$ cat config.mk
export PLATFORM = sky130hd
export DESIGN_NAME = rcw_watchdog
export DESIGN_NICKNAME = d
export VERILOG_FILES = /design/src/rcw_pkg.sv /design/src/rcw_watchdog.sv
export SDC_FILE = /design/constraint.sdc
export NUM_CORES = 1
export LEC_CHECK = 0
export BUFFER_PORTS_ARGS = -buffer_cell sky130_fd_sc_hd__buf_4
export CORE_MARGIN = 8
export CORE_UTILIZATION = 30
export CTS_BUF_LIST = sky130_fd_sc_hd__clkbuf_2
export CTS_CLUSTER_DIAMETER = 60
export DETAILED_ROUTE_END_ITERATION = 10
export HOLD_SLACK_MARGIN = 0.06
export SLEW_MARGIN = 20
export SYNTH_ARGS = -nofsm -noshare
export SYNTH_HDL_FRONTEND = slang
export SYNTH_SLANG_ARGS = --single-unit
$ cat constraint.sdc
create_clock -name sys_clk -period 2.7 [get_ports sys_clk]
set_input_delay 0.54 -clock sys_clk [delete_from_list [all_inputs] [get_ports sys_clk]]
set_output_delay 0.54 -clock sys_clk [all_outputs]
set_load 0.005 [all_outputs]
$ cat src/rcw_pkg.sv
// Package: register map, field positions, reset values and counts for the watchdog
package rcw_pkg;
    // ------------------------------------------------------------
    // Register map
    // ------------------------------------------------------------
    localparam logic [15:0] SERVICE_PORT_ADDR = 16'hffff;
    localparam logic [15:0] CONFIG_ONE_ADDR   = 16'hff00;
    localparam logic [15:0] CAUSE_REG_ADDR    = 16'hff01;
    localparam logic [15:0] STATUS_REG_ADDR   = 16'hff02;
    // Field positions in system_config_one
    localparam int CFG_DISABLE_POS = 0;
    localparam int CFG_RATE_POS    = 1;
    localparam int CFG_STOPEN_POS  = 2;
    localparam logic [7:0] CONFIG_ONE_RESET = 8'h00;
    // Field positions of the watchdog and illegal-op flags in reset_cause_register
    localparam int CAUSE_WDOG_POS  = 1;
    localparam int CAUSE_ILLOP_POS = 2;
    // ------------------------------------------------------------
    // Widths and counts
    // ------------------------------------------------------------
    localparam int PRESCALE_BITS   = 12;
    localparam int COUNTER_BITS    = 6;
    localparam int SERVICE_LOW_BIT = 4;
    localparam int LONG_TAP        = 11;
    localparam int SHORT_TAP       = 6;
    localparam int PIN_LOW_CYCLES  = 32;
    localparam int POR_CLEAR_CYCLES = 4096;
endpackage : rcw_pkg

$ cat src/rcw_watchdog.sv
// Runaway code watchdog: prescaler, timeout counter, service port and reset request
`timescale 1ns/10ps
module rcw_watchdog #(
    parameter int PorClearCycles = rcw_pkg::POR_CLEAR_CYCLES,
    parameter logic [7:0] ResetVectorLow = 8'h00  // Arbitrary default
) (
    input  wire logic        sys_clk,
    input  wire logic        rst_b,
    input  wire logic [15:0] busAddr,
    input  wire logic [7:0]  busWrData,
    input  wire logic        busWrStb,
    input  wire logic        busRdStb,
    output logic      [7:0]  busRdData,
    input  wire logic        internalReset,
    input  wire logic        powerOnReset,
    input  wire logic        resetVectorFetch,
    input  wire logic        stopExec,
    input  wire logic        stopMode,
    input  wire logic        breakState,
    input  wire logic        monitorMode,
    input  wire logic        monitorBlankEntry,
    input  wire logic        irqPinTestVoltage,
    input  wire logic        rstPinTestVoltage,
    output logic             resetRequest,
    output logic             illegalOpReset,
    output logic             resetPinLow_b,
    output logic             cpuIrq
);
    // ------------------------------------------------------------
    // Pin synchronisers, three stages, change taken when two and three agree
    // ------------------------------------------------------------
    logic [2:0] irqTstSync_q;
    logic [2:0] rstTstSync_q;
    logic       irqTst_q;
    logic       rstTst_q;

    always_ff @(posedge sys_clk or negedge rst_b) begin
        if (!rst_b) begin
            irqTstSync_q <= 3'h0;
            rstTstSync_q <= 3'h0;
        end else begin
            irqTstSync_q <= {irqTstSync_q[1:0], irqPinTestVoltage};
            rstTstSync_q <= {rstTstSync_q[1:0], rstPinTestVoltage};
        end
    end

    always_ff @(posedge sys_clk or negedge rst_b) begin
        if (!rst_b) begin
            irqTst_q <= 1'b0;
            rstTst_q <= 1'b0;
        end else begin
            if (irqTstSync_q[1] == irqTstSync_q[2]) begin
                irqTst_q <= irqTstSync_q[2];
            end
            if (rstTstSync_q[1] == rstTstSync_q[2]) begin
                rstTst_q <= rstTstSync_q[2];
            end
        end
    end

    // ------------------------------------------------------------
    // Configuration and cause registers
    // ------------------------------------------------------------
    logic [7:0] configOne_q;
    logic       wdogCause_q;
    logic       illopCause_q;
    logic       blankLatch_q;
    logic       wasMonitor_q;
    logic       monTstEntry_q;

    wire logic wrService = busWrStb && (busAddr == rcw_pkg::SERVICE_PORT_ADDR);
    wire logic wrConfig  = busWrStb && (busAddr == rcw_pkg::CONFIG_ONE_ADDR);
    wire logic wrCause   = busWrStb && (busAddr == rcw_pkg::CAUSE_REG_ADDR);

    always_ff @(posedge sys_clk or negedge rst_b) begin
        if (!rst_b) begin
            configOne_q <= rcw_pkg::CONFIG_ONE_RESET;
        end else if (internalReset) begin
            configOne_q <= rcw_pkg::CONFIG_ONE_RESET;
        end else if (wrConfig) begin
            configOne_q <= busWrData;
        end
    end

    wire logic rateShort   = configOne_q[rcw_pkg::CFG_RATE_POS];
    wire logic disableBit  = configOne_q[rcw_pkg::CFG_DISABLE_POS];
    wire logic stopBlocked = configOne_q[rcw_pkg::CFG_STOPEN_POS];

    // Blank-vector monitor entry holds the watchdog off until power-on only
    always_ff @(posedge sys_clk or negedge rst_b) begin
        if (!rst_b) begin
            blankLatch_q <= 1'b0;
        end else if (powerOnReset) begin
            blankLatch_q <= 1'b0;
        end else if (monitorMode && monitorBlankEntry && !irqTst_q) begin
            blankLatch_q <= 1'b1;
        end
    end

    // Remember how monitor mode was entered: test voltage on irq pin at entry
    always_ff @(posedge sys_clk or negedge rst_b) begin
        if (!rst_b) begin
            wasMonitor_q  <= 1'b0;
            monTstEntry_q <= 1'b0;
        end else begin
            wasMonitor_q <= monitorMode;
            if (monitorMode && !wasMonitor_q) begin
                monTstEntry_q <= irqTst_q;
            end else if (!monitorMode) begin
                monTstEntry_q <= 1'b0;
            end
        end
    end

    wire logic monTstOff = monitorMode && monTstEntry_q && (irqTst_q || rstTst_q);
    wire logic breakOff  = breakState && rstTst_q;
    wire logic wdogOff   = disableBit || monTstOff || blankLatch_q || breakOff;

    // ------------------------------------------------------------
    // Power-on prescaler clear
    // ------------------------------------------------------------
    localparam int PorW = $clog2(PorClearCycles + 1);
    logic [PorW-1:0] porCount_q;
    logic            porClear;

    always_ff @(posedge sys_clk or negedge rst_b) begin
        if (!rst_b) begin
            porCount_q <= '0;
        end else if (powerOnReset) begin
            porCount_q <= '0;
        end else if (porCount_q != PorW'(PorClearCycles)) begin
            porCount_q <= porCount_q + PorW'(1);
        end
    end

    // One-cycle clear when the power-up count completes
    assign porClear = (porCount_q == PorW'(PorClearCycles - 1));

    // ------------------------------------------------------------
    // Prescaler and timeout counter
    // ------------------------------------------------------------
    logic [rcw_pkg::PRESCALE_BITS-1:0] prescale_q;
    logic [rcw_pkg::COUNTER_BITS-1:0]  counter_q;
    logic                              tapPrev_q;
    logic                              request_q;

    // Service clears stages 12..5 only, so the low four bits keep running;
    // this is why a timeout is short by up to 2^4 cycles, plus one period of the selected stage if that stage was high at service.
    localparam logic [rcw_pkg::PRESCALE_BITS-1:0] LowMask =
        rcw_pkg::PRESCALE_BITS'((1 << rcw_pkg::SERVICE_LOW_BIT) - 1);

    wire logic fullClear = internalReset || porClear || resetVectorFetch || stopExec;
    wire logic running   = !stopMode && !wdogOff;

    always_ff @(posedge sys_clk or negedge rst_b) begin
        if (!rst_b) begin
            prescale_q <= '0;
        end else if (fullClear) begin
            prescale_q <= '0;
        end else if (wrService) begin
            prescale_q <= (prescale_q & LowMask) + rcw_pkg::PRESCALE_BITS'(running);
        end else if (running) begin
            prescale_q <= prescale_q + rcw_pkg::PRESCALE_BITS'(1);
        end
    end

    // Counter advances on the falling edge of the selected prescaler stage
    wire logic tapBit = rateShort ? prescale_q[rcw_pkg::SHORT_TAP]
                                  : prescale_q[rcw_pkg::LONG_TAP];
    wire logic tapFall = tapPrev_q && !tapBit;

    always_ff @(posedge sys_clk or negedge rst_b) begin
        if (!rst_b) begin
            tapPrev_q <= 1'b0;
        end else begin
            tapPrev_q <= tapBit;
        end
    end

    wire logic overflow = running && tapFall && (counter_q == '1) && !wrService;

    always_ff @(posedge sys_clk or negedge rst_b) begin
        if (!rst_b) begin
            counter_q <= '0;
        end else if (internalReset || wrService) begin
            counter_q <= '0;
        end else if (running && tapFall) begin
            counter_q <= counter_q + rcw_pkg::COUNTER_BITS'(1);
        end
    end

    // ------------------------------------------------------------
    // Reset request, pin pulse and cause flags
    // ------------------------------------------------------------
    logic [5:0] pinCount_q;
    logic       illop_q;
    logic       pinLowB_q;
    logic       irqOut_q;

    // Request registered on the overflow edge; the system model samples it on sys_clk and answers after answerDelay
    always_ff @(posedge sys_clk or negedge rst_b) begin
        if (!rst_b) begin
            request_q <= 1'b0;
        end else if (overflow) begin
            request_q <= 1'b1;
        end else if (internalReset) begin
            request_q <= 1'b0;
        end
    end

    always_ff @(posedge sys_clk or negedge rst_b) begin
        if (!rst_b) begin
            illop_q <= 1'b0;
        end else begin
            illop_q <= stopExec && stopBlocked;
        end
    end

    // Pin level kept active low in its own flop so the port needs no inverter
    always_ff @(posedge sys_clk or negedge rst_b) begin
        if (!rst_b) begin
            pinCount_q <= '0;
            pinLowB_q  <= 1'b1;
        end else if (overflow) begin
            pinCount_q <= 6'(rcw_pkg::PIN_LOW_CYCLES - 1);
            pinLowB_q  <= 1'b0;
        end else if (pinCount_q != '0) begin
            pinCount_q <= pinCount_q - 6'(1);
        end else begin
            pinLowB_q <= 1'b1;
        end
    end

    // The watchdog owns no interrupt; the flop only keeps the port registered
    always_ff @(posedge sys_clk or negedge rst_b) begin
        if (!rst_b) begin
            irqOut_q <= 1'b0;
        end else begin
            irqOut_q <= 1'b0;
        end
    end

    // Set wins over a software clear in the same cycle
    always_ff @(posedge sys_clk or negedge rst_b) begin
        if (!rst_b) begin
            wdogCause_q  <= 1'b0;
            illopCause_q <= 1'b0;
        end else begin
            if (overflow) begin
                wdogCause_q <= 1'b1;
            end else if (wrCause || powerOnReset) begin
                wdogCause_q <= 1'b0;
            end
            if (stopExec && stopBlocked) begin
                illopCause_q <= 1'b1;
            end else if (wrCause || powerOnReset) begin
                illopCause_q <= 1'b0;
            end
        end
    end

    // ------------------------------------------------------------
    // Read port
    // ------------------------------------------------------------
    logic [7:0] rdData_q;
    logic [7:0] rdMux;

    always_comb begin
        rdMux = 8'h00;
        case (busAddr)
            rcw_pkg::SERVICE_PORT_ADDR: rdMux = ResetVectorLow;
            rcw_pkg::CONFIG_ONE_ADDR:   rdMux = configOne_q;
            rcw_pkg::CAUSE_REG_ADDR: begin
                rdMux[rcw_pkg::CAUSE_WDOG_POS]  = wdogCause_q;
                rdMux[rcw_pkg::CAUSE_ILLOP_POS] = illopCause_q;
            end
            rcw_pkg::STATUS_REG_ADDR:   rdMux = {1'b0, wdogOff, counter_q};
            default:                    rdMux = 8'h00;
        endcase
    end

    always_ff @(posedge sys_clk or negedge rst_b) begin
        if (!rst_b) begin
            rdData_q <= 8'h00;
        end else if (busRdStb) begin
            rdData_q <= rdMux;
        end else begin
            rdData_q <= 8'h00;
        end
    end

    assign busRdData      = rdData_q;
    assign resetRequest   = request_q;
    assign illegalOpReset = illop_q;
    assign resetPinLow_b  = pinLowB_q;
    assign cpuIrq         = irqOut_q;

endmodule : rcw_watchdog

==> flow_summary.json <==
{
  "run_status": "finished clean",
  "tritoncts": "built",
  "postSynthCellCount": 321,
  "avgViaCountPerCell": 4.64,
  "synth.largest_area_cell": "sky130_fd_sc_hd__dfrtp_1",
  "rsz0062_at_grt": "false",
  "vias_in_the_first_global_route": 2383,
  "worst_hold_check_slack_ps": 97.7,
  "post-synth-top-count-cell": "sky130_fd_sc_hd__dfrtp_1",
  "grt_start_max_net_pins": 71,
  "hp-class": "in -> async",
  "die_height_um": 121,
  "worst_path_dominant_cell_family": "simple AND/OR/NAND/NOR gates",
  "worst-slew-pin-transition_ps": 854,
  "final.min_clock_period_ps": 2090,
  "drv_cap": 0,
  "report.final.slew_viol_count": 0,
  "ir_worst_vdd_uv": 203,
  "first_pass_iters": 4,
  "num_ports": 50,
  "final_net_count": 421,
  "core_um2": 10800,
  "detailed_place_hpwl_um": 5170,
  "detailedRoute.firstIterationViolations": 89,
  "synth.net_count": 366,
  "final_hold_viol_count": 0,
  "routed_wirelength_um": 6910,
  "p_leak_nw": 1.80,
  "clock.fmax_mhz": 477,
  "start_util_pct": 30.5,
  "stdcell_area_um2": 3980,
  "portBuffers": 48,
  "post_synth_most_frequent_cells": "69 x sky130_fd_sc_hd__dfrtp_1, 52 x sky130_fd_sc_hd__nor2_1, 17 x sky130_fd_sc_hd__mux2i_1, 17 x sky130_fd_sc_hd__nand3_1, 14 x sky130_fd_sc_hd__nand2_1",
  "crit_path_max_incr_delay_ps": 450,
  "floorplan.die_area_um2": 14600,
  "synthesis.area_um2": 3290,
  "worstPathMaxFanout": 5,
  "slew_headroom_pct": 43.1,
  "cp.required_ps": 3080,
  "worstSkewPairLatency_ps": 520,
  "asyncSetResetFlopFracSynth_pct": 100,
  "fill_cells": 1106,
  "drc": 0,
  "grt_first_pass_wirelength_um": 11700,
  "grt_antenna_before_repair": 0,
  "setup_tns_ps": 0,
  "clkTransAtPathRegs_ps": 200,
  "yosysSeqAreaShare_pct": 53.3,
  "worst_setup_path_start_kind": "register",
  "core.rowCount": 38,
  "groute.usage.overall_pct": 10.1,
  "critical_path_class": "reg -> reg",
  "synth_top_area_share_pct": 52.5,
  "dr_total_vias": 2418,
  "critical_path.n_buffers_inverters": 0,
  "crit_path_cell_trace": "a211o_1 > nor3_1 > and2_1 > ha_1 > and3_1 > o21ai_0 > nor3b_1",
  "final_min_period_over_clock_period_pct": 77.6,
  "grt-ovfl-total": 0,
  "cts_setup_buffers": 0,
  "syn2layout_area_growth_pct": 21.0,
  "antenna_cells_inserted": 0,
  "finalWeightedCongestion": 0.791,
  "yosysUniqueCellTypes": 44,
  "yosys_register_bits": 70,
  "ys.flop_type": "sky130_fd_sc_hd__dfrtp_1",
  "worst_ep_arrival_time_ps": 2480,
  "detailed_place.area_um2": 3820,
  "crit_path_top_delay_cell": "sky130_fd_sc_hd__dfrtp_1",
  "powerDensity_nw_per_um2": 480,
  "die_w_um": 121,
  "clock-root-buffer": "sky130_fd_sc_hd__clkbuf_2",
  "synth_edf_count": 0,
  "drive_above_1_share_pct": 21.8,
  "worstSetupEndpointType": "register",
  "routed_wire_length_per_instance_um": 13.3,
  "cts-htree-levels": 3,
  "synthTopCellsByArea": "sky130_fd_sc_hd__dfrtp_1 52%, sky130_fd_sc_hd__nor2_1 5.9%, sky130_fd_sc_hd__mux2i_1 5.2%, sky130_fd_sc_hd__xnor2_1 3.5%, sky130_fd_sc_hd__xor2_1 2.9%",
  "ant_nets": 0,
  "setup.reg_to_reg.worst_slack_ps": 610,
  "finalSetupViolations": 0,
  "yosysWarningCount": 0,
  "clkSinkCount": 70,
  "numCtsBuffers": 9,
  "clock_skew_ps": 39.1,
  "synthesis.area_per_instance_um2": 10.2,
  "buffers_from_clock_root_to_sink_at_most": 2
}
==> worst reg2reg max path, stage by stage (launching register included) <==
cell and delay [ps]:
sky130_fd_sc_hd__dfrtp_1 450, sky130_fd_sc_hd__a211o_1 350, sky130_fd_sc_hd__nor3_1 390, sky130_fd_sc_hd__and2_1 190, sky130_fd_sc_hd__ha_1 170, sky130_fd_sc_hd__and3_1 180
sky130_fd_sc_hd__o21ai_0 90, sky130_fd_sc_hd__nor3b_1 150
==> cells in the final DEF (no fill, tap or decap), types with 3 or more instances in the layout <==
cell type                  instances
sky130_fd_sc_hd__clkbuf_2         10
sky130_fd_sc_hd__xnor2_1          13
sky130_fd_sc_hd__nor3_1           10
sky130_fd_sc_hd__a21oi_1          11
sky130_fd_sc_hd__a211oi_1          3
sky130_fd_sc_hd__nand3_1          17
sky130_fd_sc_hd__or2_2             4
sky130_fd_sc_hd__and3_1            5
sky130_fd_sc_hd__nand2_1          14
sky130_fd_sc_hd__mux2i_1          17
sky130_fd_sc_hd__buf_4            55
sky130_fd_sc_hd__inv_1            13
sky130_fd_sc_hd__o21ai_0           8
sky130_fd_sc_hd__nand4_1           5
sky130_fd_sc_hd__dfrtp_1          69
sky130_fd_sc_hd__nor2_1           52
sky130_fd_sc_hd__xor2_1           11
sky130_fd_sc_hd__and2_1            3
sky130_fd_sc_hd__nor4_1            8
sky130_fd_sc_hd__nor3b_1           3
sky130_fd_sc_hd__or3_1             7
sky130_fd_sc_hd__ha_1              7
==> layer usage <==
metal	GRT usage [%]	vias up	share of wire [%]
li1	-	1210	-
met1	13.4	1145	49
met2	15.0	52	44
met3	3.26	11	6.2
met4	3.98	0	1.6
met5	0	-	0
==> cell families (layout without fill, tap and decap cells) <==
group / after synthesis / count (layout) / share of synthesized area, %
and+or+nand+nor: 142 / 142 / 22.2
DFF: 70 / 70 / 53.3
AOI/OAI and AO/OA: 30 / 30 / 5.55
buffers and inverters: 26 / 86 / 3.31
xor gates and xnor gates: 24 / 24 / 6.39
muxes: 19 / 19 / 5.86
adders and majority gates: 9 / 9 / 3.27
other: 1 / 1 / 0.114
==> registers in the layout, indices dropped and copies added (netlist names), 3 cells and up <==
name	cells
irqTstSync_q	3
configOne_q	8
counter_q	6
rstTstSync_q	3
prescale_q	12
porCount_q	13
busRdData	8
pinCount_q	6
==> path summary, 6_finish.rpt <==
| path | start | cells after the start | end |
|---|---|---|---|
| max in group asynchronous | rst_b | 1 | prescale_q[8] |
| hold / removal | rst_b | 1 | busRdData[6] |
| setup reg to reg | rstTst_q | 7 | prescale_q[2] |
| hold reg to reg | rstTstSync_q[0] | 0 | rstTstSync_q[1] |
| min in group sys_clk | monitorMode | 1 | wasMonitor_q |
| setup / recovery | rstTst_q | 7 | prescale_q[2] |
==> area by class of cell <==
cell class              instances  area [µm²]  area share, %
clock inverters                 6        93.8           2.36
repair buffers                 57         433           10.9
inverters                      13        48.8           1.23
clock buffers                  10        50.0           1.26
multi-input cells             225        1430           35.9
well taps                     140         175           4.40
flip-flops and latches         70        1750           44.0
==> report_power, final <==
group / internal [mW] / switching [mW] / total (mW)
registers: 1.06 / 0.0117 / 1.08
clock network: 0.317 / 0.388 / 0.704
logic: 0.0619 / 0.0711 / 0.133
==> repair_timing <==
action / CTS / global route
hold buffers: 1 / 1
gates resized for setup: 0 / 0
endpoints found under the hold margin: 1 / 1
==> through the flow <==
step | setup WS, ps | utilization [%] | instances | total power, mW
6_report | 605 | 36.9 | 521 | 1.91
5_1_grt | 423 | 36.9 | 521 | 2.00
4_1_cts | 599 | 36.8 | 520 | 1.94
3_5_place_dp | 42.3 | 35.4 | 503 | 1.23
3_3_place_gp | 110 | 35.4 | 503 | 1.23
2_1_floorplan | 311 | - | 321 | 1.14
Note: power is estimated with default switching activity, not from simulation.
